[config.mk]
export PLATFORM = sky130hd
export DESIGN_NAME = pkt_mon_ctrl
export DESIGN_NICKNAME = d
export VERILOG_FILES = /design/src/pkt_mon_pkg.sv /design/src/pkt_mon_ctrl.sv /design/src/start_qual.sv
export VERILOG_INCLUDE_DIRS = /design/src
export SDC_FILE = /design/constraint.sdc
export NUM_CORES = 1
export LEC_CHECK = 0
export ABC_AREA = 1
export BUFFER_PORTS_ARGS = -buffer_cell sky130_fd_sc_hd__buf_2
export CORE_UTILIZATION = 54
export CTS_BUF_LIST = sky130_fd_sc_hd__clkbuf_4 sky130_fd_sc_hd__clkbuf_8
export CTS_CLUSTER_DIAMETER = 50
export CTS_CLUSTER_SIZE = 12
export DETAILED_ROUTE_END_ITERATION = 16
export GPL_TIMING_DRIVEN = 0
export PLACE_DENSITY = 0.82
export SLEW_MARGIN = 20
export SYNTH_ARGS = -nofsm -noshare
export SYNTH_HDL_FRONTEND = slang
export SYNTH_SLANG_ARGS = --single-unit
[constraint.sdc]
create_clock -name clk_sys_i -period 1.75 [get_ports clk_sys_i]
set_input_delay 0.35 -clock clk_sys_i [delete_from_list [all_inputs] [get_ports clk_sys_i]]
set_output_delay 0.35 -clock clk_sys_i [all_outputs]
set_load 0.01 [all_outputs]
[src/pkt_mon_params.svh]
// Register field positions, reset values and timing counts of the packet monitor control.
`ifndef PKT_MON_PARAMS_SVH
`define PKT_MON_PARAMS_SVH
`define CFG_RESET 16'h0000
`define CFG_BIT_TYPE_SEL 0
`define CFG_BIT_SRS_LO 5
`define CFG_BIT_SRS_HI 6
`define CFG_BIT_FREERUN 7
`define SRS_CMD_WORD 2'h0
`define SRS_ANY_WORD 2'h1
`define SRS_CMD_FRAG 2'h2
`define SRS_ANY_FRAG 2'h3
`define PKT_TIMER_W 32
`define PKT_TIMER_ONE 32'h0000_0001
`define PKT_TIMER_ZERO 32'h0000_0000
`endif

[src/pkt_mon_pkg.sv]
// Types shared by the packet monitor control.
`include "pkt_mon_params.svh"
package pkt_mon_pkg;
  typedef enum logic [1:0] {
    ST_OFF = 2'h0,
    ST_WAIT = 2'h1,
    ST_REC = 2'h3,
    ST_IDLE = 2'h2
  } mon_state_t;
endpackage : pkt_mon_pkg

[src/pkt_mon_ctrl.sv]
// Packet-recording monitor control: packet timer mode and start-record qualification.
//
// Function
// - Freerun 0: packet timer is cleared and held when the monitor is enabled.
// - Freerun 0: timer starts counting at the first qualifying word of a message.
// - Freerun 1 at enable: timer clears and starts counting at once.
// - Freerun 1: at packet finalize, timer clears, restarts, new packet begins.
// - Packet done interrupt is raised at packet completion when enabled.
// - Select 00: start on valid command sync word with 16 bits and odd parity.
// - Select 01: start on any valid complete word, command or data sync.
// - Message started on data sync sets sync error in block status.
// - Select 10: start on command sync plus two bits, fragments included.
// - Select 10: trigger not a valid command word sets invalid word error.
// - Select 11: start on any sync plus two bits, fragments included.
// - Select 11: trigger not a valid word sets invalid word error.
// - Behaviour applies only when monitor type select is 0.
`timescale 1ns/1ps
module pkt_mon_ctrl
  import pkt_mon_pkg::*;
(
  // Clock and reset.
  input wire logic clk_sys_i,
  input wire logic nrst_i,
  // Configuration register port.
  input wire logic cfg_we_i,
  input wire logic [15:0] cfg_wdata_i,
  output logic [15:0] cfg_rdata_o,
  // Monitor enable and interrupt enable.
  input wire logic mon_en_i,
  input wire logic irq_en_i,
  // Word decoder events (same clock domain).
  input wire logic sync2_i,
  input wire logic word_i,
  input wire logic is_cmd_i,
  input wire logic word_ok_i,
  input wire logic msg_end_i,
  // Packet finalize request.
  input wire logic pkt_final_i,
  // Outputs.
  output logic [31:0] pkt_timer_o,
  output logic timer_run_o,
  output logic recording_o,
  output logic msg_start_o,
  output logic sync_err_o,
  output logic inv_err_o,
  output logic packet_done_irq_o
);
  // ****************************************
  // State
  // ****************************************
  typedef struct packed {
    logic [15:0] cfg;
    mon_state_t st;
    logic en_d;
    logic [`PKT_TIMER_W-1:0] tmr;
    logic run;
    logic start;
    logic serr;
    logic ierr;
    logic irq;
  } ctrl_t;

  ctrl_t cur_r;
  ctrl_t cur_nxt;
  logic q_start;
  logic q_serr;
  logic q_ierr;
  logic active;
  logic freerun;

  assign freerun = cur_r.cfg[`CFG_BIT_FREERUN];
  assign active = mon_en_i && !cur_r.cfg[`CFG_BIT_TYPE_SEL];

  start_qual u_qual (
    .sel_i(cur_r.cfg[`CFG_BIT_SRS_HI:`CFG_BIT_SRS_LO]),
    .sync2_i(sync2_i),
    .word_i(word_i),
    .is_cmd_i(is_cmd_i),
    .word_ok_i(word_ok_i),
    .start_o(q_start),
    .sync_err_o(q_serr),
    .inv_err_o(q_ierr)
  );

  // ****************************************
  // Next state
  // ****************************************
  always_comb begin
    cur_nxt = cur_r;
    cur_nxt.start = 1'b0;
    cur_nxt.serr = 1'b0;
    cur_nxt.ierr = 1'b0;
    cur_nxt.irq = 1'b0;
    cur_nxt.en_d = active;
    if (cfg_we_i) begin
      cur_nxt.cfg = cfg_wdata_i;
    end
    if (cur_r.run) begin
      cur_nxt.tmr = cur_r.tmr + `PKT_TIMER_ONE;
    end
    if (!active) begin
      cur_nxt.st = ST_OFF;
      cur_nxt.run = 1'b0;
    end else begin
      unique case (cur_r.st)
        ST_OFF: begin
          cur_nxt.tmr = `PKT_TIMER_ZERO;
          cur_nxt.run = freerun;
          cur_nxt.st = ST_WAIT;
        end
        ST_WAIT, ST_IDLE: begin
          if (q_start) begin
            cur_nxt.st = ST_REC;
            cur_nxt.run = 1'b1;
            cur_nxt.start = 1'b1;
            cur_nxt.serr = q_serr;
            cur_nxt.ierr = q_ierr && !word_ok_i;
          end
        end
        ST_REC: begin
          if (msg_end_i) begin
            cur_nxt.st = ST_IDLE;
          end
        end
      endcase
      if (pkt_final_i && cur_r.st != ST_OFF) begin
        cur_nxt.irq = irq_en_i;
        if (freerun) begin
          cur_nxt.tmr = `PKT_TIMER_ZERO;
          cur_nxt.run = 1'b1;
        end
      end
    end
  end

  always_ff @(posedge clk_sys_i) begin
    if (!nrst_i) begin
      cur_r <= '{cfg: `CFG_RESET, st: ST_OFF, tmr: `PKT_TIMER_ZERO, default: 1'b0};
    end else begin
      cur_r <= cur_nxt;
    end
  end

  assign cfg_rdata_o = cur_r.cfg;
  assign pkt_timer_o = cur_r.tmr;
  assign timer_run_o = cur_r.run;
  assign recording_o = (cur_r.st == ST_REC);
  assign msg_start_o = cur_r.start;
  assign sync_err_o = cur_r.serr;
  assign inv_err_o = cur_r.ierr;
  assign packet_done_irq_o = cur_r.irq;

  // ****************************************
  // Checks
  // ****************************************
  chk_hold_wait: assert property (@(posedge clk_sys_i) disable iff (!nrst_i)
    (cur_r.st == ST_WAIT && !freerun && !$past(q_start) && active) |-> pkt_timer_o == `PKT_TIMER_ZERO || timer_run_o)
    else $error("timer moved while waiting");
  chk_start_run: assert property (@(posedge clk_sys_i) disable iff (!nrst_i)
    (active && (cur_r.st == ST_WAIT) && q_start) |=> timer_run_o && recording_o)
    else $error("timer not started on qualifying word");
  chk_enable_free: assert property (@(posedge clk_sys_i) disable iff (!nrst_i)
    (active && cur_r.st == ST_OFF && freerun && !cfg_we_i) |=> timer_run_o && pkt_timer_o == `PKT_TIMER_ZERO)
    else $error("freerun timer did not start at enable");
  chk_final_restart: assert property (@(posedge clk_sys_i) disable iff (!nrst_i)
    (active && freerun && pkt_final_i && cur_r.st != ST_OFF) |=> pkt_timer_o == `PKT_TIMER_ZERO ##1
    pkt_timer_o == `PKT_TIMER_ONE)
    else $error("timer not restarted at finalize");
  chk_irq_pkt: assert property (@(posedge clk_sys_i) disable iff (!nrst_i)
    packet_done_irq_o |-> $past(pkt_final_i) && $past(irq_en_i))
    else $error("interrupt without packet completion");
  chk_sel00_cmd: assert property (@(posedge clk_sys_i) disable iff (!nrst_i)
    (msg_start_o && $past(cur_r.cfg[6:5]) == `SRS_CMD_WORD) |-> $past(is_cmd_i && word_i && word_ok_i))
    else $error("select 00 started without valid command word");
  chk_sync_err: assert property (@(posedge clk_sys_i) disable iff (!nrst_i)
    (msg_start_o && $past(cur_r.cfg[5]) && !$past(is_cmd_i)) |-> sync_err_o)
    else $error("sync error missing on data sync start");
  chk_frag_start: assert property (@(posedge clk_sys_i) disable iff (!nrst_i)
    (msg_start_o && $past(cur_r.cfg[6])) |-> $past(sync2_i))
    else $error("fragment select started without sync");
  chk_inv_err: assert property (@(posedge clk_sys_i) disable iff (!nrst_i)
    inv_err_o |-> msg_start_o && !$past(word_ok_i))
    else $error("invalid word flag without bad trigger");
  chk_type_sel: assert property (@(posedge clk_sys_i) disable iff (!nrst_i)
    cur_r.cfg[0] |=> !recording_o)
    else $error("recording with simple monitor selected");
  cov_start: cover property (@(posedge clk_sys_i) disable iff (!nrst_i) msg_start_o);
  cov_serr: cover property (@(posedge clk_sys_i) disable iff (!nrst_i) sync_err_o);
  cov_ierr: cover property (@(posedge clk_sys_i) disable iff (!nrst_i) inv_err_o);
  cov_irq: cover property (@(posedge clk_sys_i) disable iff (!nrst_i) packet_done_irq_o);
endmodule : pkt_mon_ctrl

[src/start_qual.sv]
// Start-record qualifier: decides whether a decoded pattern begins a message and its error flags.
`timescale 1ns/1ps
module start_qual
  import pkt_mon_pkg::*;
(
  // Selection.
  input wire logic [1:0] sel_i,
  // Decoder events.
  input wire logic sync2_i,
  input wire logic word_i,
  input wire logic is_cmd_i,
  input wire logic word_ok_i,
  // Result.
  output logic start_o,
  output logic sync_err_o,
  output logic inv_err_o
);
  always_comb begin
    start_o = 1'b0;
    sync_err_o = 1'b0;
    inv_err_o = 1'b0;
    unique case (sel_i)
      `SRS_CMD_WORD: begin
        start_o = word_i && word_ok_i && is_cmd_i;
      end
      `SRS_ANY_WORD: begin
        start_o = word_i && word_ok_i;
        sync_err_o = start_o && !is_cmd_i;
      end
      `SRS_CMD_FRAG: begin
        start_o = sync2_i && is_cmd_i;
        inv_err_o = start_o;
      end
      `SRS_ANY_FRAG: begin
        start_o = sync2_i;
        sync_err_o = start_o && !is_cmd_i;
        inv_err_o = start_o;
      end
    endcase
  end
endmodule : start_qual

==> flow_summary.toml <==
[route]
drc = 0
met1_length_um = 3020
routedWlPerCell_um = 11.2
ant_nets = 0
routed_wirelength_um = 6740
dr_wl_met3_um = 358
vias_per_cell = 4.89
vias = 2941
drtIter0Drc = 242
highest_layer = "met4"
wl_met2_um = 3250
drt-pass1-iter-count = 4

[power_and_ir_drop]
p_sw_w = 0.000586
p_clk_frac = 0.324
power_density_mw_per_mm2 = 640
power_frac_seq = 0.564
power_frac_comb = 0.111
swShare = 0.254
power.internal_w = 0.00173
power.leakage_nw = 1.77
ir_drop_v = 0.000450
power.total_w = 0.00231

[cts]
root_buffer = "clkbuf_8"
clkSlewWorstSetupHoldPaths_ps = 100
h-tree-depth = 2
worst_skew_pair.late_latency_ps = 310
cts_buffer_depth = 2
clock_sinks = 55
numCtsBuffers = 5
cts_tree = "done"

[synth]
yosysTopAreaCellShare = 0.368
synth_area_per_cell_sq_um = 6.76
synthDistinctLibCells = 26
netlist_area_sq_mm = 0.00299
synth_top_area_cell = "dfxtp_1"
synth_area_leaders = "dfxtp_1 (37%), buf_4 (12%), nor2_1 (11%)"
synth_nets = 475
postSynthCellCount = 443
ys_seq_area_frac = 0.368
ys_ff_latch = 55
yosys_warnings = 0

[placed_design]
globalplace.congestion = 0.888
place_ws_ps = 22.6
placed_cell_area_sq_mm = 0.00348
hpwl_um = 5180
numPortBuffers = 80

[run_status]
status = "complete, no violations"

[layout]
drive_gt1_frac = 0.291
syn_to_final_growth_pct = 20.8
design_area_sq_mm = 0.00362
fin_nets = 563
final.fill_count = 463
n_antenna_cell = 0
final_common_cell = "nor2_1"
most-common-layout-cells = "nor2_1 (89), buf_2 (81), nand2_1 (77), dfxtp_1 (53), buf_4 (49)"

[die]
ios = 81
die_w_um = 76.5
fp-row-count = 26
core_region_area_sq_mm = 0.00524
die_h_um = 76.5
die-area_sq_mm = 0.00585
start_util = 0.572

[critical_path]
cp_data_required_time_ps = 1970
path_cells = "ha_1 > nand3_1 > nor2_1 > nand3_1 > nor3_2 > nand2_1 > nand2_1 > nor2_1"
crit_family = "simple AND/OR/NAND/NOR gates"
start_kind = "flop"
worst-path-buf-inv = 0
cpMaxStageDelayCell = "dfxtp_1"
path_class = "reg -> reg"
slowest_delay_ps = 420
arrival_ps = 1810
crit_fanout = 5
cp-end-kind = "flop"

[timing]
maxSlewHeadroom = 0.704
fin_skew_ps = 6.34
setup_slack_ps = 161
slew_violations = 0
hold_viol_final = 0
setup_violations = 0
worst_pin_slew_ps = 443
fin_crit_sh = 0.908
clock.fmax_ghz = 0.629
period_needed_ps = 1590

[global_route]
grtUsageTotal = 0.242
grt_pass1_vias = 2684
grt_first_pass_wirelength_um = 11500
antenna_found_initial = 0
grt_max_degree = 18
overflow = 0

[flow_run]
drv_cap = 0

[hold_path]
hp-class = "in -> reg"
-- final cells by class --
cell class | count | area (sq um) | share of cell area
Multi-Input combinational cell | 284 | 1340 | 0.370
Sequential cell | 55 | 1100 | 0.305
Timing Repair Buffer | 81 | 408 | 0.113
Buffer | 55 | 397 | 0.110
Inverter | 49 | 184 | 0.0509
Tap cell | 70 | 87.6 | 0.0242
Clock buffer | 6 | 82.6 | 0.0228
Clock inverter | 2 | 16.3 | 0.00450
-- stage by stage --
| step | TNS, ps | std cells | utilization | hold WS (ps) |
|---|---|---|---|---|
| floorplan | 0 | 443 | - | 429 |
| global placement | 0 | 593 | 0.665 | 459 |
| detailed placement | 0 | 593 | 0.665 | 469 |
| CTS | 0 | 601 | 0.684 | 203 |
| global route | -7.05 | 602 | 0.690 | 210 |
| finish | 0 | 602 | 0.690 | 216 |
-- worst register-to-register path, delay by kind of cell (launching register included) --
| family | cells | cell delay, ps |
|---|---|---|
| DFF | 1 | 420 |
| and+or+nand+nor | 7 | 840 |
| adders and majority gates | 1 | 230 |
-- power by group through the flow --
stage / clock network (W) / registers (W) / logic [W]
after floorplan: 0 / 0.00133 / 0.000166
after global placement: 0 / 0.00133 / 0.000249
after detailed placement: 0 / 0.00133 / 0.000255
after CTS: 0.000772 / 0.00130 / 0.000257
after global routing: 0.000826 / 0.00131 / 0.000290
final: 0.000750 / 0.00130 / 0.000258
-- registers in the layout, summed over array words and instances, names as in the netlist --
| name | flops |
|---|---|
| pkt_timer_o | 32 |
| cfg_rdata_o | 16 |
| cur_r | 2 |
| inv_err_o | 1 |
| msg_start_o | 1 |
| packet_done_irq_o | 1 |
| sync_err_o | 1 |
| timer_run_o | 1 |
-- cell usage after synthesis --
cell type and count:
nor2_1 90, nand2_1 77, dfxtp_1 55, buf_4 48
inv_1 48, nand3_1 25, o21ai_0 25, a21oi_1 20
nand4_1 11, nor3_1 7, nor2_2 6, ha_1 5
clkbuf_1 4, a31oi_1 3, buf_2 3, xnor2_1 3
xor2_1 3, and2_1 2, clkinv_1 1, nand2_2 1
nor2_4 1, nor3_2 1, o21a_1 1, o21ai_1 1
o21bai_1 1, or2_2 1
-- layer usage --
metal  GRT usage  vias to the layer above
li1            -                     1525
met1       0.305                     1327
met2       0.413                       79
met3      0.0431                       10
met4      0.0885                        0
met5           0                        -
-- worst paths after layout --
kind	from	to	cells after the start	slack, ps
worst max register to register	pkt_timer_o[1]	pkt_timer_o[18]	8	160
worst max-delay path	pkt_timer_o[1]	pkt_timer_o[18]	8	160
worst min register to register	cfg_rdata_o[5]	sync_err_o	2	470
worst min-delay path	word_ok_i	inv_err_o	2	220
-- cells by family after synthesis --
group | count (synthesis) | share of synthesized area
and+or+nand+nor | 222 | 0.314
buffers and inverters | 104 | 0.192
DFF | 55 | 0.368
AOI/OAI and AO/OA | 51 | 0.0882
xor gates and xnor gates | 6 | 0.0176
adders and majority gates | 5 | 0.0209
-- repair_timing --
action | in CTS | in global routing
hold endpoints to repair | 0 | 0
hold buffers | 0 | 0
cloned | 0 | 0
setup buffers | 0 | 1
gates resized for setup | 1 | 8
endpoints found under the setup margin | 1 | 14
Power figures use the tool's default switching activity.
